<file path="src/common/swl_params.svh">
// constants for the write latch and register command block
`ifndef SWL_PARAMS_SVH
`define SWL_PARAMS_SVH

// opcodes
`define SWL_OP_SET_WRITE_LATCH   8'h06
`define SWL_OP_CLEAR_WRITE_LATCH 8'h04
`define SWL_OP_STATUS_WRITE      8'h01
`define SWL_OP_STATUS_ONE_READ   8'h05
`define SWL_OP_STATUS_TWO_READ   8'h07
`define SWL_OP_CONFIG_ONE_READ   8'h35
`define SWL_OP_CONFIG_TWO_READ   8'h3F
`define SWL_OP_CONFIG_FOUR_READ  8'h45
`define SWL_OP_CONFIG_FIVE_READ  8'h5E
`define SWL_OP_GENERIC_WRITE     8'h71
`define SWL_OP_GENERIC_READ      8'h65
`define SWL_OP_DEEP_POWERDOWN    8'hB9
`define SWL_OP_HIBERNATE         8'hBA
`define SWL_OP_RESET_ARM         8'h66
`define SWL_OP_RESET             8'h99
// write-type memory opcodes that need the latch
`define SWL_OP_MEM_WRITE         8'h02
`define SWL_OP_MEM_FAST_WRITE    8'hDA
`define SWL_OP_MEM_DIW           8'hA2
`define SWL_OP_MEM_DIOW          8'hA1
`define SWL_OP_MEM_QIW           8'h32
`define SWL_OP_MEM_QIOW          8'hD2
`define SWL_OP_MEM_DDR_FAST      8'hDD
`define SWL_OP_MEM_DDR_WRITE     8'hDE
`define SWL_OP_MEM_DDR_QIOW      8'hD1
`define SWL_OP_SPECIAL_SECT_WR   8'h42
`define SWL_OP_SERIAL_NUM_WR     8'hC2

// generic register address: upper 16 bits select volatile or nonvolatile copy
`define SWL_RA_VOL_HI            16'h0700
`define SWL_RA_NV_HI             16'h0000
`define SWL_RA_SR1               8'h00
`define SWL_RA_SR2               8'h01
`define SWL_RA_CR1               8'h02
`define SWL_RA_CR2               8'h03
`define SWL_RA_CR4               8'h05
`define SWL_RA_CR5               8'h06

// register index codes
`define SWL_IDX_SR1              3'h0
`define SWL_IDX_SR2              3'h1
`define SWL_IDX_CR1              3'h2
`define SWL_IDX_CR2              3'h3
`define SWL_IDX_CR4              3'h4
`define SWL_IDX_CR5              3'h5
`define SWL_IDX_NONE             3'h7

// status register one fields
`define SWL_SR1_WRITE_DISABLE    7
`define SWL_SR1_WEL              1
`define SWL_SR1_WIP              0
// writable bits per register
`define SWL_SR1_WMASK            8'h9C
`define SWL_CR1_WMASK            8'hFF
`define SWL_CR2_WMASK            8'hFF
`define SWL_CR4_WMASK            8'hFF
`define SWL_CR5_WMASK            8'h03
// bits backed by nonvolatile storage, the rest take defaults on reset
`define SWL_SR1_NV_MASK          8'h9C
`define SWL_SR1_DEFAULT          8'h00
// register latency code position in config register five
`define SWL_CR5_RLC_LO           0
`define SWL_CR5_RLC_HI           1

// lane modes
`define SWL_LANES_ONE            2'h0
`define SWL_LANES_TWO            2'h1
`define SWL_LANES_FOUR           2'h2

`define SWL_ADDR_BYTES           2'h3
`define SWL_SYNC_W               6

`endif

</file>
<file path="src/common/swl_pkg.sv">
// types for the write latch and register command block
package swl_pkg;

	typedef enum logic [6:0] {
		SWL_IDLE  = 7'b0000001,
		SWL_OPC   = 7'b0000010,
		SWL_ADDR  = 7'b0000100,
		SWL_DUMMY = 7'b0001000,
		SWL_RDATA = 7'b0010000,
		SWL_WDATA = 7'b0100000,
		SWL_SKIP  = 7'b1000000
	} swl_state_e;

	typedef logic [7:0] swl_byte_t;

endpackage

</file>
<file path="src/hdl/swl_cmd.sv">
// serial command interpreter for write latch and register access
`include "swl_params.svh"
`timescale 1ns/1ps
`default_nettype none

module swl_cmd
	import swl_pkg::*;
(
	input  wire logic       mclk_i,
	input  wire logic       resetn_i,
	input  wire logic       cs_n_i,
	input  wire logic       sck_i,
	input  wire logic [3:0] io_i,
	output logic      [3:0] io_o,
	output logic      [3:0] io_oe_o,
	input  wire logic       write_protect_n_i,
	input  wire logic [1:0] lane_mode_i,
	input  wire logic       write_in_progress_i,
	input  wire logic [7:0] status_reg_two_i,
	input  wire logic [7:0] nv_status_reg_one_i,
	input  wire logic [7:0] nv_config_reg_one_i,
	input  wire logic [7:0] nv_config_reg_two_i,
	input  wire logic [7:0] nv_config_reg_four_i,
	input  wire logic [7:0] nv_config_reg_five_i,
	output logic            nv_write_o,
	output logic      [2:0] nv_index_o,
	output logic      [7:0] nv_data_o,
	output logic            write_enable_latch_o,
	output logic      [7:0] status_reg_one_o,
	output logic      [7:0] config_reg_one_o,
	output logic      [7:0] config_reg_two_o,
	output logic      [7:0] config_reg_four_o,
	output logic      [7:0] config_reg_five_o,
	output logic            mem_write_grant_o,
	output logic            deep_powerdown_o,
	output logic            hibernate_o,
	output logic            reset_arm_o,
	output logic            soft_reset_o
);

	function automatic logic [3:0] lane_bits(input logic [1:0] m);
		case (m)
			`SWL_LANES_TWO:  lane_bits = 4'h2;
			`SWL_LANES_FOUR: lane_bits = 4'h4;
			default:         lane_bits = 4'h1;
		endcase
	endfunction

	function automatic swl_byte_t shift_in(input swl_byte_t sr, input logic [3:0] io, input logic [1:0] m);
		case (m)
			`SWL_LANES_TWO:  shift_in = {sr[5:0], io[1:0]};
			`SWL_LANES_FOUR: shift_in = {sr[3:0], io[3:0]};
			default:         shift_in = {sr[6:0], io[0]};
		endcase
	endfunction

	function automatic logic [2:0] addr_index(input logic [7:0] lo);
		case (lo)
			`SWL_RA_SR1: addr_index = `SWL_IDX_SR1;
			`SWL_RA_SR2: addr_index = `SWL_IDX_SR2;
			`SWL_RA_CR1: addr_index = `SWL_IDX_CR1;
			`SWL_RA_CR2: addr_index = `SWL_IDX_CR2;
			`SWL_RA_CR4: addr_index = `SWL_IDX_CR4;
			`SWL_RA_CR5: addr_index = `SWL_IDX_CR5;
			default:     addr_index = `SWL_IDX_NONE;
		endcase
	endfunction

	function automatic swl_byte_t merge(input swl_byte_t old, input swl_byte_t nw, input swl_byte_t m);
		merge = (old & ~m) | (nw & m);
	endfunction

	// synchronised link pins
	wire  [5:0] lvl_w;
	wire  [5:0] rise_w;
	wire  [5:0] fall_w;

	swl_sync #(
		.W    (`SWL_SYNC_W),
		.INIT (6'h21)
	) u_sync (
		.mclk_i   (mclk_i),
		.resetn_i (resetn_i),
		.async_i  ({cs_n_i, sck_i, io_i}),
		.level_o  (lvl_w),
		.rise_o   (rise_w),
		.fall_o   (fall_w)
	);

	wire        cs_act_w  = ~lvl_w[5];
	wire        cs_rise_w = rise_w[5];
	wire        sck_rise_w = rise_w[4] & cs_act_w;
	wire        sck_fall_w = fall_w[4] & cs_act_w;
	wire  [3:0] io_s_w    = lvl_w[3:0];

	localparam swl_byte_t SR1_DEF = `SWL_SR1_DEFAULT;

	swl_state_e state_r;
	swl_byte_t  in_sr_r;
	swl_byte_t  out_sr_r;
	swl_byte_t  opcode_r;
	swl_byte_t  wdata_r;
	logic [23:0] addr_r;
	logic [3:0] bitcnt_r;
	logic [3:0] obitcnt_r;
	logic [1:0] abytes_r;
	logic [1:0] dcnt_r;
	logic       op_done_r;
	logic       wdata_ok_r;
	logic       extra_r;
	logic       armed_r;
	logic       sr1_wd_r;
	logic [7:2] sr1_r;

	wire  [3:0] nb_w       = lane_bits(lane_mode_i);
	wire        byte_w     = (bitcnt_r + nb_w) == 4'h8;
	wire  swl_byte_t in_nxt_w = shift_in(in_sr_r, io_s_w, lane_mode_i);
	wire  [1:0] rlc_w      = {config_reg_five_o[`SWL_CR5_RLC_HI], config_reg_five_o[`SWL_CR5_RLC_LO]};

	// opcode decode of the byte just completed
	wire        d_sr1_rd   = in_nxt_w == `SWL_OP_STATUS_ONE_READ;
	wire        d_sr2_rd   = in_nxt_w == `SWL_OP_STATUS_TWO_READ;
	wire        d_cr1_rd   = in_nxt_w == `SWL_OP_CONFIG_ONE_READ;
	wire        d_cr2_rd   = in_nxt_w == `SWL_OP_CONFIG_TWO_READ;
	wire        d_cr4_rd   = in_nxt_w == `SWL_OP_CONFIG_FOUR_READ;
	wire        d_cr5_rd   = in_nxt_w == `SWL_OP_CONFIG_FIVE_READ;
	wire        d_fix_rd   = d_sr1_rd | d_sr2_rd | d_cr1_rd | d_cr2_rd | d_cr4_rd | d_cr5_rd;
	wire        d_gen      = (in_nxt_w == `SWL_OP_GENERIC_WRITE) | (in_nxt_w == `SWL_OP_GENERIC_READ);
	wire        d_memwr    = (in_nxt_w == `SWL_OP_MEM_WRITE) | (in_nxt_w == `SWL_OP_MEM_FAST_WRITE)
	                       | (in_nxt_w == `SWL_OP_MEM_DIW) | (in_nxt_w == `SWL_OP_MEM_DIOW)
	                       | (in_nxt_w == `SWL_OP_MEM_QIW) | (in_nxt_w == `SWL_OP_MEM_QIOW)
	                       | (in_nxt_w == `SWL_OP_MEM_DDR_FAST) | (in_nxt_w == `SWL_OP_MEM_DDR_WRITE)
	                       | (in_nxt_w == `SWL_OP_MEM_DDR_QIOW) | (in_nxt_w == `SWL_OP_SPECIAL_SECT_WR)
	                       | (in_nxt_w == `SWL_OP_SERIAL_NUM_WR);
	wire  [2:0] fix_idx_w  = d_sr1_rd ? `SWL_IDX_SR1 : d_sr2_rd ? `SWL_IDX_SR2 : d_cr1_rd ? `SWL_IDX_CR1 :
	                         d_cr2_rd ? `SWL_IDX_CR2 : d_cr4_rd ? `SWL_IDX_CR4 : `SWL_IDX_CR5;

	// generic address decode on the last address byte
	wire  [23:0] addr_nxt_w = {addr_r[15:0], in_nxt_w};
	wire        a_vol_w    = addr_nxt_w[23:8] == `SWL_RA_VOL_HI;
	wire        a_nv_w     = addr_nxt_w[23:8] == `SWL_RA_NV_HI;
	wire  [2:0] a_idx_w    = (a_vol_w | a_nv_w) ? addr_index(addr_nxt_w[7:0]) : `SWL_IDX_NONE;
	wire        ra_vol_w   = addr_r[23:8] == `SWL_RA_VOL_HI;
	wire        ra_nv_w    = addr_r[23:8] == `SWL_RA_NV_HI;
	wire  [2:0] ra_idx_w   = (ra_vol_w | ra_nv_w) ? addr_index(addr_r[7:0]) : `SWL_IDX_NONE;

	// read source selection
	logic [2:0] rd_idx_r;
	logic       rd_nv_r;
	wire  swl_byte_t sr1_full_w = {sr1_r, write_enable_latch_o, write_in_progress_i};
	wire  swl_byte_t rd_vol_w = (rd_idx_r == `SWL_IDX_SR1) ? sr1_full_w :
	                            (rd_idx_r == `SWL_IDX_SR2) ? status_reg_two_i :
	                            (rd_idx_r == `SWL_IDX_CR1) ? config_reg_one_o :
	                            (rd_idx_r == `SWL_IDX_CR2) ? config_reg_two_o :
	                            (rd_idx_r == `SWL_IDX_CR4) ? config_reg_four_o :
	                            (rd_idx_r == `SWL_IDX_CR5) ? config_reg_five_o : 8'h00;
	wire  swl_byte_t rd_nvv_w = (rd_idx_r == `SWL_IDX_SR1) ? nv_status_reg_one_i :
	                            (rd_idx_r == `SWL_IDX_SR2) ? status_reg_two_i :
	                            (rd_idx_r == `SWL_IDX_CR1) ? nv_config_reg_one_i :
	                            (rd_idx_r == `SWL_IDX_CR2) ? nv_config_reg_two_i :
	                            (rd_idx_r == `SWL_IDX_CR4) ? nv_config_reg_four_i :
	                            (rd_idx_r == `SWL_IDX_CR5) ? nv_config_reg_five_i : 8'h00;
	wire  swl_byte_t rd_byte_w = rd_nv_r ? rd_nvv_w : rd_vol_w;
	wire        to_data_w  = (rlc_w == 2'h0);
	// first bit of each byte comes from the live register, not a stale copy
	wire  swl_byte_t osrc_w    = (obitcnt_r == 4'h0) ? rd_byte_w : out_sr_r;
	wire  swl_byte_t sr1_rld_w = merge(SR1_DEF, nv_status_reg_one_i, `SWL_SR1_NV_MASK);
	wire  swl_byte_t sr1_wr_w  = merge(sr1_full_w, wdata_r, `SWL_SR1_WMASK);

	// command completion at chip select rise
	wire        clean8_w   = cs_rise_w & op_done_r & ~extra_r & (state_r == SWL_SKIP);
	wire        wel_w      = write_enable_latch_o;
	wire        protect_w  = sr1_r[`SWL_SR1_WRITE_DISABLE] & ~write_protect_n_i;
	wire        is_status_write_cmd_w  = op_done_r & (opcode_r == `SWL_OP_STATUS_WRITE);
	wire        is_generic_reg_write_cmd_w  = op_done_r & (opcode_r == `SWL_OP_GENERIC_WRITE);
	wire        reg_wr_w   = cs_rise_w & wdata_ok_r & wel_w & ~protect_w;
	wire        do_status_write_cmd_w  = reg_wr_w & is_status_write_cmd_w;
	wire        do_generic_reg_write_cmd_w  = reg_wr_w & is_generic_reg_write_cmd_w & (ra_idx_w != `SWL_IDX_NONE)
	                       & (ra_idx_w != `SWL_IDX_SR2);
	wire  [2:0] wr_idx_w   = do_status_write_cmd_w ? `SWL_IDX_SR1 : ra_idx_w;
	wire        wr_vol_w   = do_status_write_cmd_w | do_generic_reg_write_cmd_w;
	wire        wr_nv_w    = do_status_write_cmd_w | (do_generic_reg_write_cmd_w & ra_nv_w);
	wire        set_wel_w  = clean8_w & (opcode_r == `SWL_OP_SET_WRITE_LATCH);
	wire        clr_wel_w  = clean8_w & (opcode_r == `SWL_OP_CLEAR_WRITE_LATCH) & ~write_in_progress_i;
	wire        end_wr_w   = cs_rise_w & (is_status_write_cmd_w | is_generic_reg_write_cmd_w);
	wire        do_dpd_w   = clean8_w & (opcode_r == `SWL_OP_DEEP_POWERDOWN);
	wire        do_hbn_w   = clean8_w & (opcode_r == `SWL_OP_HIBERNATE);
	wire        do_arm_w   = clean8_w & (opcode_r == `SWL_OP_RESET_ARM);
	wire        do_rst_w   = clean8_w & (opcode_r == `SWL_OP_RESET) & armed_r;
	wire        reload_w   = ~resetn_i | soft_reset_o;

	// serial frame sequencing
	always_ff @(posedge mclk_i) begin
		if (!resetn_i || !cs_act_w) begin
			state_r    <= cs_act_w ? SWL_OPC : SWL_IDLE;
			bitcnt_r   <= 4'h0;
			abytes_r   <= 2'h0;
			op_done_r  <= resetn_i ? op_done_r & ~cs_rise_w & ~lvl_w[5] : 1'b0;
			extra_r    <= 1'b0;
			wdata_ok_r <= resetn_i ? wdata_ok_r & ~cs_rise_w & ~lvl_w[5] : 1'b0;
		end else if (state_r == SWL_IDLE) begin
			state_r    <= SWL_OPC;
			op_done_r  <= 1'b0;
			wdata_ok_r <= 1'b0;
		end else if (sck_rise_w) begin
			in_sr_r  <= in_nxt_w;
			bitcnt_r <= byte_w ? 4'h0 : bitcnt_r + nb_w;
			case (state_r)
				SWL_OPC: begin
					if (byte_w) begin
						opcode_r  <= in_nxt_w;
						op_done_r <= 1'b1;
						dcnt_r    <= rlc_w;
						rd_idx_r  <= fix_idx_w;
						rd_nv_r   <= 1'b0;
						if (d_fix_rd)
							state_r <= to_data_w ? SWL_RDATA : SWL_DUMMY;
						else if (d_gen)
							state_r <= SWL_ADDR;
						else if (in_nxt_w == `SWL_OP_STATUS_WRITE)
							state_r <= SWL_WDATA;
						else
							state_r <= SWL_SKIP;
					end
				end
				SWL_ADDR: begin
					if (byte_w) begin
						addr_r   <= addr_nxt_w;
						abytes_r <= abytes_r + 2'h1;
						if (abytes_r == `SWL_ADDR_BYTES - 2'h1) begin
							rd_idx_r <= a_idx_w;
							rd_nv_r  <= a_nv_w;
							if (opcode_r == `SWL_OP_GENERIC_WRITE)
								state_r <= SWL_WDATA;
							else
								state_r <= to_data_w ? SWL_RDATA : SWL_DUMMY;
						end
					end
				end
				SWL_DUMMY: begin
					bitcnt_r <= 4'h0;
					dcnt_r   <= dcnt_r - 2'h1;
					if (dcnt_r == 2'h1)
						state_r <= SWL_RDATA;
				end
				SWL_WDATA: begin
					if (byte_w) begin
						wdata_r    <= in_nxt_w;
						wdata_ok_r <= 1'b1;
						state_r    <= SWL_SKIP;
					end
				end
				SWL_SKIP: extra_r <= 1'b1;
				default: state_r <= state_r;
			endcase
		end
	end

	// read data out, changed on the falling clock edge
	always_ff @(posedge mclk_i) begin
		if (!resetn_i || !cs_act_w || state_r != SWL_RDATA) begin
			io_o      <= 4'h0;
			io_oe_o   <= 4'h0;
			obitcnt_r <= 4'h0;
			out_sr_r  <= rd_byte_w;
		end else begin
			if (sck_fall_w) begin
				obitcnt_r <= ((obitcnt_r + nb_w) == 4'h8) ? 4'h0 : obitcnt_r + nb_w;
				case (lane_mode_i)
					`SWL_LANES_TWO: begin
						io_o    <= {2'b00, osrc_w[7:6]};
						io_oe_o <= 4'h3;
						out_sr_r <= {osrc_w[5:0], 2'b00};
					end
					`SWL_LANES_FOUR: begin
						io_o    <= osrc_w[7:4];
						io_oe_o <= 4'hF;
						out_sr_r <= {osrc_w[3:0], 4'h0};
					end
					default: begin
						io_o    <= {2'b00, osrc_w[7], 1'b0};
						io_oe_o <= 4'h2;
						out_sr_r <= {osrc_w[6:0], 1'b0};
					end
				endcase
			end
		end
	end

	// write enable latch
	always_ff @(posedge mclk_i) begin
		if (reload_w)
			write_enable_latch_o <= SR1_DEF[`SWL_SR1_WEL];
		else if (set_wel_w)
			write_enable_latch_o <= 1'b1;
		else if (clr_wel_w || end_wr_w)
			write_enable_latch_o <= 1'b0;
	end

	// volatile register copies
	always_ff @(posedge mclk_i) begin
		if (reload_w) begin
			sr1_r             <= sr1_rld_w[7:2];
			config_reg_one_o  <= nv_config_reg_one_i;
			config_reg_two_o  <= nv_config_reg_two_i;
			config_reg_four_o <= nv_config_reg_four_i;
			config_reg_five_o <= nv_config_reg_five_i;
		end else if (wr_vol_w) begin
			case (wr_idx_w)
				`SWL_IDX_SR1: sr1_r <= sr1_wr_w[7:2];
				`SWL_IDX_CR1: config_reg_one_o  <= merge(config_reg_one_o, wdata_r, `SWL_CR1_WMASK);
				`SWL_IDX_CR2: config_reg_two_o  <= merge(config_reg_two_o, wdata_r, `SWL_CR2_WMASK);
				`SWL_IDX_CR4: config_reg_four_o <= merge(config_reg_four_o, wdata_r, `SWL_CR4_WMASK);
				`SWL_IDX_CR5: config_reg_five_o <= merge(config_reg_five_o, wdata_r, `SWL_CR5_WMASK);
				default: sr1_r <= sr1_r;
			endcase
		end
	end

	// nonvolatile program request and one-cycle command pulses
	always_ff @(posedge mclk_i) begin
		if (!resetn_i) begin
			nv_write_o        <= 1'b0;
			nv_index_o        <= `SWL_IDX_NONE;
			nv_data_o         <= 8'h00;
			mem_write_grant_o <= 1'b0;
			deep_powerdown_o  <= 1'b0;
			hibernate_o       <= 1'b0;
			reset_arm_o       <= 1'b0;
			soft_reset_o      <= 1'b0;
			armed_r           <= 1'b0;
			status_reg_one_o  <= 8'h00;
		end else begin
			nv_write_o        <= wr_nv_w;
			nv_index_o        <= wr_nv_w ? wr_idx_w : nv_index_o;
			nv_data_o         <= wr_nv_w ? wdata_r : nv_data_o;
			mem_write_grant_o <= sck_rise_w & (state_r == SWL_OPC) & byte_w & d_memwr & wel_w;
			deep_powerdown_o  <= do_dpd_w;
			hibernate_o       <= do_hbn_w;
			reset_arm_o       <= do_arm_w;
			soft_reset_o      <= do_rst_w;
			armed_r           <= cs_rise_w ? do_arm_w : armed_r;
			status_reg_one_o  <= sr1_full_w;
		end
	end

endmodule // swl_cmd

`default_nettype wire

</file>
<file path="src/hdl/swl_sync.sv">
// three-stage input synchroniser with agreed-level edge pulses
`timescale 1ns/1ps
`default_nettype none

module swl_sync #(
	parameter int W    = 6,
	parameter logic [W-1:0] INIT = '0
) (
	input  wire logic         mclk_i,
	input  wire logic         resetn_i,
	input  wire logic [W-1:0] async_i,
	output logic      [W-1:0] level_o,
	output logic      [W-1:0] rise_o,
	output logic      [W-1:0] fall_o
);

	logic [W-1:0] s1_r;
	logic [W-1:0] s2_r;
	logic [W-1:0] s3_r;
	wire  [W-1:0] agree_w = ~(s2_r ^ s3_r);
	wire  [W-1:0] lvl_nxt = (agree_w & s3_r) | (~agree_w & level_o);

	always_ff @(posedge mclk_i) begin
		if (!resetn_i) begin
			s1_r    <= INIT;
			s2_r    <= INIT;
			s3_r    <= INIT;
			level_o <= INIT;
			rise_o  <= '0;
			fall_o  <= '0;
		end else begin
			s1_r    <= async_i;
			s2_r    <= s1_r;
			s3_r    <= s2_r;
			level_o <= lvl_nxt;
			rise_o  <= lvl_nxt & ~level_o;
			fall_o  <= ~lvl_nxt & level_o;
		end
	end

endmodule // swl_sync

`default_nettype wire
</file>
<file path="config.mk">
export PLATFORM = sky130hd
export DESIGN_NAME = swl_cmd
export DESIGN_NICKNAME = d
export VERILOG_FILES = /design/src/common/swl_pkg.sv /design/src/hdl/swl_cmd.sv /design/src/hdl/swl_sync.sv
export VERILOG_INCLUDE_DIRS = /design/src /design/src/common
export SDC_FILE = /design/constraint.sdc
export NUM_CORES = 1
export LEC_CHECK = 0
export ABC_AREA = 1
export BUFFER_PORTS_ARGS = -buffer_cell sky130_fd_sc_hd__buf_2
export CAP_MARGIN = 40
export CORE_UTILIZATION = 58
export DETAILED_ROUTE_END_ITERATION = 10
export MAX_ROUTING_LAYER = met4
export PLACE_DENSITY = 0.83
export SYNTH_ARGS = -nofsm -noshare
export SYNTH_HDL_FRONTEND = slang
export SYNTH_SLANG_ARGS = --single-unit
</file>
<file path="constraint.sdc">
create_clock -name mclk_i -period 4.7 [get_ports mclk_i]
set_input_delay 0.705 -clock mclk_i [delete_from_list [all_inputs] [get_ports mclk_i]]
set_output_delay 0.705 -clock mclk_i [all_outputs]
set_load 0.02 [all_outputs]
</file>
* Yosys cells after proc, flatten, opt, wreduce, memory -nomap -nowiden *
Index checks and enable logic that the tools add are counted.

storage, ports and cells
  word-level logic and storage cells = 321
  bits in registers = 189
  input port bits = 60
  output and inout bits = 66

operators by class
  bitwise gates (word level) = 76
  reduce and logical (&&, ||, !) cells = 45
  multiplexer cells = 87
  equality and inequality tests = 69
  add/subtract/negate cells = 4

operators with widths
  operator                                                           number
  8-bit 2-to-1 mux                                                   28
  8-bit == test, second input constant                               11
  7-bit 2-to-1 mux                                                   11
  8-bit by 3-bit == test with 1-bit output, second input constant    7
  8-bit by 7-bit == test with 1-bit output, second input constant    7
  3-bit case mux with 6 select lines                                 2
  1-bit AND                                                          33
  16-bit by 11-bit == test with 1-bit output, second input constant  2
  8-bit by 2-bit == test with 1-bit output, second input constant    4
  16-bit zero test                                                   2
  8-bit case mux with 2 select lines                                 2
  3-bit 2-to-1 mux                                                   10
  7-bit case mux with 4 select lines                                 1
  8-bit by 1-bit == test with 1-bit output, second input constant    3
  8-bit by 6-bit == test with 1-bit output, second input constant    3
  6-bit 2-to-1 mux                                                   4
  1-bit bitwise OR                                                   22
  4-bit inequality test, second input constant                       5
  5-bit AND reduction                                                4
  2-bit nonzero test                                                 10
  6-bit AND                                                          3
  6-bit inverter                                                     3
  1-bit 2-to-1 mux                                                   17
  8-bit zero test                                                    2
  other kinds (44)                                                   85

* Longest topological paths before layout *
Gate-level depths: netlist of the first run.

  word-level depth = 15
  depth in mapped cells = 17
  depth with buffers taken out = 16

* By module *
Synthesis of the first run repeated with hierarchy kept, for this count alone.

second synthesis, totals
  cell total of the unflattened synthesis = 1,156
  area total of the unflattened synthesis = 9,384.0 um^2

modules (own cells, without submodules)
  module    seq. area each (um^2)  area an instance (um^2)  times used  cells each
  swl_cmd   4,043.9                8,259.2                  1           1,022
  swl_sync  720.7                  1,124.8                  1           134

* Least setup slack after synthesis of the first run *
Ideal clock, no wire load.

  path kind = in2reg
  start point = input port lane_mode_i[0]
  end point = register addr_r[0], enable pin
  path slack = 0.923 ns
  cell stages on the path = 9
  data arrival time = 3.372 ns
  required time = 4.295 ns
  library setup time = 0.405 ns
  buffers on the path = 0
  cells stage by stage = inv_1 -> ha_1 -> ha_1 -> fa_1 -> xnor2_1 -> nand2_1 -> and2b_1 -> nand2_1 -> nor2_1

between the ends
  word-level cells in the longest chain between the ends = 5
  elaborated cells between the ends (all ways) = 6
  those cells by class = 1 x add/sub; 3 x eq/ne; 1 x mux; 1 x reduce/logical

ends and longest elaborated chain
  what                                                                       RTL line        source
  start: declaration                                                         swl_cmd.sv:17   input wire logic [1:0] lane_mode_i,
  2-bit == test or 2-bit by 1-bit == test with 1-bit output (tied branches)  swl_cmd.sv:42   case (m)
  3-bit case mux with 2 select lines *                                       swl_cmd.sv:42
  4-bit by 3-bit adder with 4-bit output *                                   -
  4-bit == test *                                                            swl_cmd.sv:116  wire byte_w = (bitcnt_r + nb_w) == 4'h8;
  5-bit AND reduction (no line) *                                            -
  end signal: assignment                                                     swl_cmd.sv:228  addr_r <= addr_nxt_w;
  end: declaration                                                           swl_cmd.sv:103  logic [23:0] addr_r;

Mark *: on every way between the ends. The rest lies on a longest branch, timed or not.
A chain may end at the register's enable or synchronous reset.

* Worst setup path after layout of the first run *
  start point = input port lane_mode_i[0]
  end point = register rd_idx_r[2], enable pin

between the ends
  word-level cells in the longest chain between the ends = 6
  elaborated cells between the ends (all ways) = 8
  those cells by class = 1 x add/sub; 5 x eq/ne; 1 x mux; 1 x reduce/logical

ends and longest elaborated chain
  what                                                                       RTL line        source
  2-bit == test or 2-bit by 1-bit == test with 1-bit output (tied branches)  swl_cmd.sv:42
  3-bit case mux with 2 select lines *                                       swl_cmd.sv:42
  4-bit by 3-bit adder with 4-bit output *                                   -
  4-bit == test *                                                            swl_cmd.sv:116
  2-bit inequality test (no line)                                            -
  7-bit AND reduction (no line) *                                            -
  end signal: assignment                                                     swl_cmd.sv:214  rd_idx_r <= fix_idx_w;
  end signal: assignment                                                     swl_cmd.sv:231  rd_idx_r <= a_idx_w;
  end: declaration                                                           swl_cmd.sv:148  logic [2:0] rd_idx_r;

Marked as above.

==> impl_metrics.yaml, run 1 <==
outcome:
  outcome: "completed"
clocking:
  tritoncts: "done"
  root_buffer: "clkbuf_16"
  cts_hold_buf: 0
  clkTransAtPathRegs_ns: 0.07
  clock_latency_ns: 0.44
  clock-sinks: 176
  cts_resized: 0
  clockBufferDepth: 2
  post_cts_buffers: 0
  h-tree-depth: 4
  numCtsBuffers: 17
worst_setup_path:
  crit_start: "lane_mode_i[0]"
  rr_startpoint: "write_enable_latch_o$_SDFFE_PN0P_"
  reg2reg_slack_ns: 1.83
  crit_family: "simple AND/OR/NAND/NOR gates"
  crit_slowest_cell: "nor3b_1"
  crit_type: "input port to register"
  endpoint: "rd_idx_r[2]$_DFFE_PP_"
  crit_chain: "buf_2, inv_1, ha_1, ha_1, fa_1, xnor2_1, nand2_1, and2b_1, nand2_1, nor3b_1"
  cp.required_ns: 4.78
  cp-end-kind: "register"
  timing.rr.end: "config_reg_four_o[7]$_DFFE_PP_"
  critPathMaxFanout: 5
  critPathMaxStageDelay_ns: 0.55
  start_kind: "input port"
  crit_buf_inv: 2
  path_depth: 10
  r2r_cells: 10
  cp_data_arrival_time_ns: 3.17
placement:
  io_buffers: 123
  dpl.hpwl_um: 17020
  routabilityCongestion: 0.9310
  place_ws_ns: 1.151
  dpl.cell_count: 1429
detailed_routing:
  wl_per_cell_um: 15.82
  antenna_left: 0
  drt-vias-per-instance: 5.596
  routed_wl_um: 23120
  drcViolationCount: 0
  first_pass_iters: 6
  drtIter0Drc: 975
  num_vias: 8176
sta:
  fin_skew_ns: 0.01385
  fin_ws_ns: 1.607
  max_freq_mhz: 323.3
  slew_violations: 0
  tightest_slew_ns: 0.8560
  period_minus_slack_ns: 3.093
  fin_setup_tns_ns: 0
  slew_headroom_pct: 42.94
  fin_crit_sh_pct: 65.81
  finalSetupViolCount: 0
  hold_viol: 0
  grt_setup_unrepaired: "no"
grt:
  grt_pass1_vias: 7395
  grt_pass1_wl_um: 36220
  grt_usage_pct: 30.25
  grt_remaining_overflow: 0
  grt_start_max_net_pins: 30
  antenna_found_initial: 0
synthesis:
  synth.avg_cell_area_um2: 8.132
  mappedNetlistArea_um2: 9091
  synthFlopType: "edfxtp_1"
  ys_types: 52
  yosys.area.top_type_share_pct: 35.01
  ys.warnings.count: 0
  synth-seq-cells: 176
  synth.area.top_cells: "edfxtp_1 35%, dfxtp_1 15%, nand2_1 12%"
  synthCells: 1118
  yosysTopAreaCell: "edfxtp_1"
  synth-edff-count: 106
  ys_seq_area_share_pct: 50.43
  ys_async_sr_fraction_pct: 0
power_and_ir_drop:
  internal_power_mw: 2.495
  peakVddDrop_uv: 299.3
  swShare_pct: 23.88
  power.share.clock_pct: 41.6
  seqPwrFrac_pct: 51.1
  p_switching_mw: 0.7828
  combPwrFrac_pct: 7.3
  leakage_nw: 4.891
  power_density_nw_per_um2: 314.1
cells_and_area:
  drive_gt1_share_pct: 19.12
  final_common_cell: "nand2_1"
  instances_no_fill: 1461
  final_nets: 1309
  syn2layout_area_growth_pct: 14.77
  layout_common_cells: "288 x nand2_1, 143 x inv_1, 123 x buf_2"
  num_antenna_cells: 0
floorplan:
  core_um2: 15260
  die-area_um2: 16180
  ios: 126
  rows: 45
  die_x_um: 127.2
  initial_core_util_pct: 59.58
  die_h_um: 127.2
flow_run:
  maxCapViolations: 0
min_path:
  hp-class: "register to register"
synthesized netlist by cell type (2+ instances only):
| cell type | number |
|---|---|
| o21ai_1 | 7 |
| o21ai_0 | 59 |
| nand3_1 | 91 |
| nor4_1 | 5 |
| xnor2_1 | 3 |
| edfxtp_1 | 106 |
| xor2_1 | 4 |
| o21a_1 | 3 |
| nor3_1 | 15 |
| nor3_2 | 3 |
| nand3_2 | 6 |
| inv_4 | 2 |
| nor2_4 | 7 |
| nand2_2 | 14 |
| buf_2 | 12 |
| nand4_1 | 34 |
| clkbuf_1 | 11 |
| or2_2 | 8 |
| ha_1 | 10 |
| o31ai_1 | 4 |
| nor2_2 | 10 |
| a21oi_2 | 8 |
| nand2_1 | 288 |
| buf_4 | 6 |
| inv_2 | 9 |
| nor3b_1 | 2 |
| nand3b_1 | 2 |
| buf_1 | 2 |
| nor2_1 | 112 |
| a21oi_1 | 37 |
| inv_1 | 143 |
| nand2_4 | 4 |
| dfxtp_1 | 70 |
| fa_1 | 2 |
| o211ai_1 | 2 |
kinds of logic (layout without fill, tap and decap cells):
| logic type | count (synthesis) | count (layout) | synth area share (%) |
|---|---|---|---|
| buffers and inverters | 189 | 320 | 8.657 |
| flip-flops | 176 | 176 | 50.43 |
| AO/OA/AOI/OAI | 125 | 125 | 7.611 |
| adder cells (fa/ha/maj) | 13 | 13 | 1.927 |
| other | 1 | 2 | 0.04125 |
| AND/OR/NAND/NOR | 607 | 607 | 30.66 |
| XOR/XNOR | 7 | 7 | 0.6744 |
metrics by stage:
step           total power [mW]  hold slack [ns]  util [%]  instance area, µm²
4_1_cts                   3.270           0.4113     68.38               10430
2_1_floorplan             1.853           0.3905         -                9095
3_3_place_gp              1.936           0.3922     64.44                9833
6_report                  3.277           0.4098     68.38               10430
5_1_grt                   3.371           0.4146     68.38               10430
3_5_place_dp              1.944           0.3973     64.64                9863
power by group through the flow:
stage,clock [mW],sequential (mW),combinational [mW]
after global placement,0,1.71,0.228
final,1.36,1.68,0.240
after global routing,1.43,1.68,0.261
after detailed placement,0,1.71,0.235
after CTS,1.36,1.67,0.236
after floorplan,0,1.73,0.127
worst min-delay path by stage:
| stage | from | to | depth (start not counted) |
|---|---|---|---|
| after floorplan | u_sync.s1_r[1]$_SDFF_PN0_ | u_sync.s2_r[1]$_SDFF_PN0_ | 2 |
| after global placement | u_sync.s1_r[1]$_SDFF_PN0_ | u_sync.s2_r[1]$_SDFF_PN0_ | 2 |
| after detailed placement | u_sync.s1_r[5]$_SDFF_PN1_ | u_sync.s2_r[5]$_SDFF_PN1_ | 1 |
| after CTS | u_sync.s1_r[5]$_SDFF_PN1_ | u_sync.s2_r[5]$_SDFF_PN1_ | 1 |
| after global routing | u_sync.s1_r[5]$_SDFF_PN1_ | u_sync.s2_r[5]$_SDFF_PN1_ | 1 |
| final | u_sync.s1_r[5]$_SDFF_PN1_ | u_sync.s2_r[5]$_SDFF_PN1_ | 1 |
metal layers:
layer	vias to the layer above	GRT usage [%]	share of wire, %	routed length [µm]
met3	75	6.030	11	2447
met2	474	46.90	46	10620
met1	3726	37.59	40	9154
li1	3901	-	-	-
met4	0	16.11	3.9	894
met5	-	-	0	0
cell type report:
class / count / area, µm²
fill: 1206 / 4825
sequential: 176 / 4584
multi-input combinational: 754 / 3726
timing repair buffer: 134 / 705.7
inverter: 154 / 583.1
clock buffer: 22 / 496.7
tap: 211 / 264.0
clock inverter: 10 / 73.82
flip-flops by register name, summed over array words and instances, names as in the netlist, 8 cells and up, named ones only:
register	count
nv_data_o	8
wdata_r	8
config_reg_one_o	8
config_reg_four_o	8
addr_r	24
out_sr_r	8
opcode_r	8
config_reg_five_o	8
config_reg_two_o	8
worst reg2reg max path: stages, from the launching register on:
cell     delay (ns)
dfxtp_1        0.42
inv_1          0.10
nor2_1         0.11
o21ai_0        0.08
inv_1          0.14
nand4_1        0.52
o21ai_1        0.37
inv_1          0.13
nor3_1         0.16
o21ai_0        0.10
inv_1          0.38
No activity file was read; power rests on OpenSTA's default activity.
==> run 2, diff against run 1 <==
--- a/config.mk
+++ b/config.mk
@@ -9,10 +9,10 @@
 export ABC_AREA = 1
 export BUFFER_PORTS_ARGS = -buffer_cell sky130_fd_sc_hd__buf_2
 export CAP_MARGIN = 40
-export CORE_UTILIZATION = 58
+export CORE_UTILIZATION = 52
 export DETAILED_ROUTE_END_ITERATION = 10
 export MAX_ROUTING_LAYER = met4
-export PLACE_DENSITY = 0.83
+export PLACE_DENSITY = 0.79
 export SYNTH_ARGS = -nofsm -noshare
 export SYNTH_HDL_FRONTEND = slang
 export SYNTH_SLANG_ARGS = --single-unit
==> constraint.sdc (replaced) <==
create_clock -name mclk_i -period 2.5 [get_ports mclk_i]
set_input_delay 0.375 -clock mclk_i [delete_from_list [all_inputs] [get_ports mclk_i]]
set_output_delay 0.375 -clock mclk_i [all_outputs]
set_load 0.02 [all_outputs]
==> run 2 against run 1 <==
  * Sequential power grew 87%
  * Wire length grew 0.37%
  * Clock skew shrank 0.0012 ns
  * Global-route usage shrank 3.3 points
  * Worst hold slack lost 0.29 ns
  * Combinational power grew 100%
  * Clock power grew 100%
  * Register-to-register slack lost 1.6 ns
  * Via count shrank 0.16%
  * Largest cell class unchanged
  * Highest routed layer unchanged
==> impl_metrics.yaml, run 2 (synthesis gave the netlist of run 1 again) <==
detailed_routing:
  met3_length_um: 2108
  drcViolationCount: 0
  drt-vias-per-instance: 5.406
  drtIter0Drc: 759
  wl_per_cell_um: 15.37
  first_pass_iters: 6
  num_vias: 8163
  wl_met2_um: 10670
  wl_met1_um: 9742
  antenna_left: 0
  maxUsedRoutingLayer: "met4"
  routed_wl_um: 23200
cells_and_area:
  multi_input_area_um2: 3780
  layout_common_cells: "287 x nand2_1, 142 x inv_1, 123 x buf_2"
  fill_cells: 1414
  fin_util_pct: 64.69
  layout.area.seq_um2: 4584
  num_antenna_cells: 0
  syn2layout_area_growth_pct: 19.67
  final_nets: 1349
  top_register: "addr_r"
  final_common_cell: "nand2_1"
  drive_gt1_share_pct: 22.40
  largest_reg_flops: 24
floorplan:
  ios: 126
  core_um2: 16820
  die_x_um: 134.2
  rows: 47
  die-area_um2: 18020
  initial_core_util_pct: 54.05
  die_h_um: 134.2
worst_setup_path:
  crit_slowest_cell: "edfxtp_1"
  cp_data_arrival_time_ns: 2.58
  rr_startpoint: "rd_idx_r[1]$_DFFE_PP_"
  critPathMaxFanout: 13
  crit_family: "simple AND/OR/NAND/NOR gates"
  r2r_cells: 11
  crit_type: "register to register"
  endpoint: "out_sr_r[4]$_DFFE_PP_"
  crit_buf_inv: 0
  reg2reg_slack_ns: 0.21
  timing.rr.end: "out_sr_r[4]$_DFFE_PP_"
  start_kind: "register"
  cp.required_ns: 2.80
  critPathMaxStageDelay_ns: 0.61
  crit_chain: "nor2_2, nand3_1, o21ai_0, o21ai_1, nand3_1, nand3_1, nand2_1, nand2_1, nand2_1, nor2_1, nor2_1"
  path_depth: 11
  cp-end-kind: "register"
  crit_start: "rd_idx_r[1]$_DFFE_PP_"
clocking:
  h-tree-depth: 4
  clkTransAtPathRegs_ns: 0.07
  numCtsBuffers: 17
  cts_resized: 0
  root_buffer: "clkbuf_16"
  tritoncts: "done"
  clock_latency_ns: 0.44
  clockBufferDepth: 2
  clock-sinks: 176
  cts_hold_buf: 0
  post_cts_buffers: 0
sta:
  fin_ws_ns: 0.2136
  slew_violations: 0
  whs_ns: 0.1186
  tightest_slew_ns: 0.5581
  finalSetupViolCount: 0
  slew_headroom_pct: 62.75
  period_minus_slack_ns: 2.286
  fin_skew_ns: 0.01260
  hold_viol: 0
  max_freq_mhz: 437.4
  grt_setup_unrepaired: "no"
  fin_crit_sh_pct: 91.46
power_and_ir_drop:
  leakage_nw: 5.124
  power_density_nw_per_um2: 584.0
  peakVddDrop_uv: 487.8
  total_power_mw: 6.353
grt:
  grt_start_max_net_pins: 27
  grt_pass1_vias: 7204
  grt_pass1_wl_um: 36150
  grt_usage_pct: 26.93
  antenna_found_initial: 0
  grt_remaining_overflow: 0
placement:
  place_ws_ns: -0.1527
  dpl.hpwl_um: 17450
  routabilityCongestion: 0.9462
  io_buffers: 123
min_path:
  min_path_cells: 3
  hp-class: "input port to register"
flow_run:
  maxCapViolations: 0
outcome:
  outcome: "completed"
## run 2: cell types whose count changed in the layout (fill, tap and decap cells not counted), sizes merged
| cell | previous run | this run |
|---|---|---|
| clkinvlp | 0 | 1 |
| buf | 134 | 174 |
| clkbuf | 22 | 25 |
| clkinv | 7 | 5 |
| inv | 157 | 155 |
## run 2: power breakdown
part	leakage (nW)	switching, mW	internal [mW]
sequential	1.57	0.0257	3.12
combinational	3.25	0.315	0.171
clock	0.306	1.11	1.61
## run 2: cell type report
type	instances	share of cell area, %
clock buffer	25	5.256
clock inverter	7	0.5175
inverter	154	5.405
multi-input combinational	754	34.74
sequential	176	42.14
tap	220	2.530
timing repair buffer	174	9.408
## run 2: worst min path at each step
stage	startpoint	to	slack [ns]
after floorplan	u_sync.s1_r[1]$_SDFF_PN0_	u_sync.s2_r[1]$_SDFF_PN0_	0.39
after global routing	sck_i	u_sync.s1_r[4]$_SDFF_PN0_	0.12
after detailed placement	u_sync.s1_r[3]$_SDFF_PN0_	u_sync.s2_r[3]$_SDFF_PN0_	0.40
after CTS	sck_i	u_sync.s1_r[4]$_SDFF_PN0_	0.11
final	sck_i	u_sync.s1_r[4]$_SDFF_PN0_	0.12
after global placement	u_sync.s1_r[5]$_SDFF_PN1_	u_sync.s2_r[5]$_SDFF_PN1_	0.39
## run 2: metal layers
| layer | global-route usage [%] | vias to the layer above |
|---|---|---|
| met4 | 11.30 | 0 |
| met1 | 34.75 | 3745 |
| met3 | 5.404 | 53 |
| met5 | - | - |
| li1 | - | 3976 |
| met2 | 41.36 | 389 |
## run 2: worst reg2reg max path, stage by stage (launching register included)
cell	delay [ns]
edfxtp_1	0.61
nor2_2	0.53
nand3_1	0.13
o21ai_0	0.19
o21ai_1	0.11
nand3_1	0.14
nand3_1	0.08
nand2_1	0.13
nand2_1	0.07
nand2_1	0.05
nor2_1	0.04
nor2_1	0.08
## run 2: through the flow
stage / instances / instance area (µm²) / TNS [ns]
after floorplan: 1119 / 9154 / -0.8042
after global placement: 1477 / 10240 / -2.449
after detailed placement: 1478 / 10250 / -3.455
after CTS: 1510 / 10880 / 0
after global routing: 1510 / 10880 / 0
final: 1510 / 10880 / 0
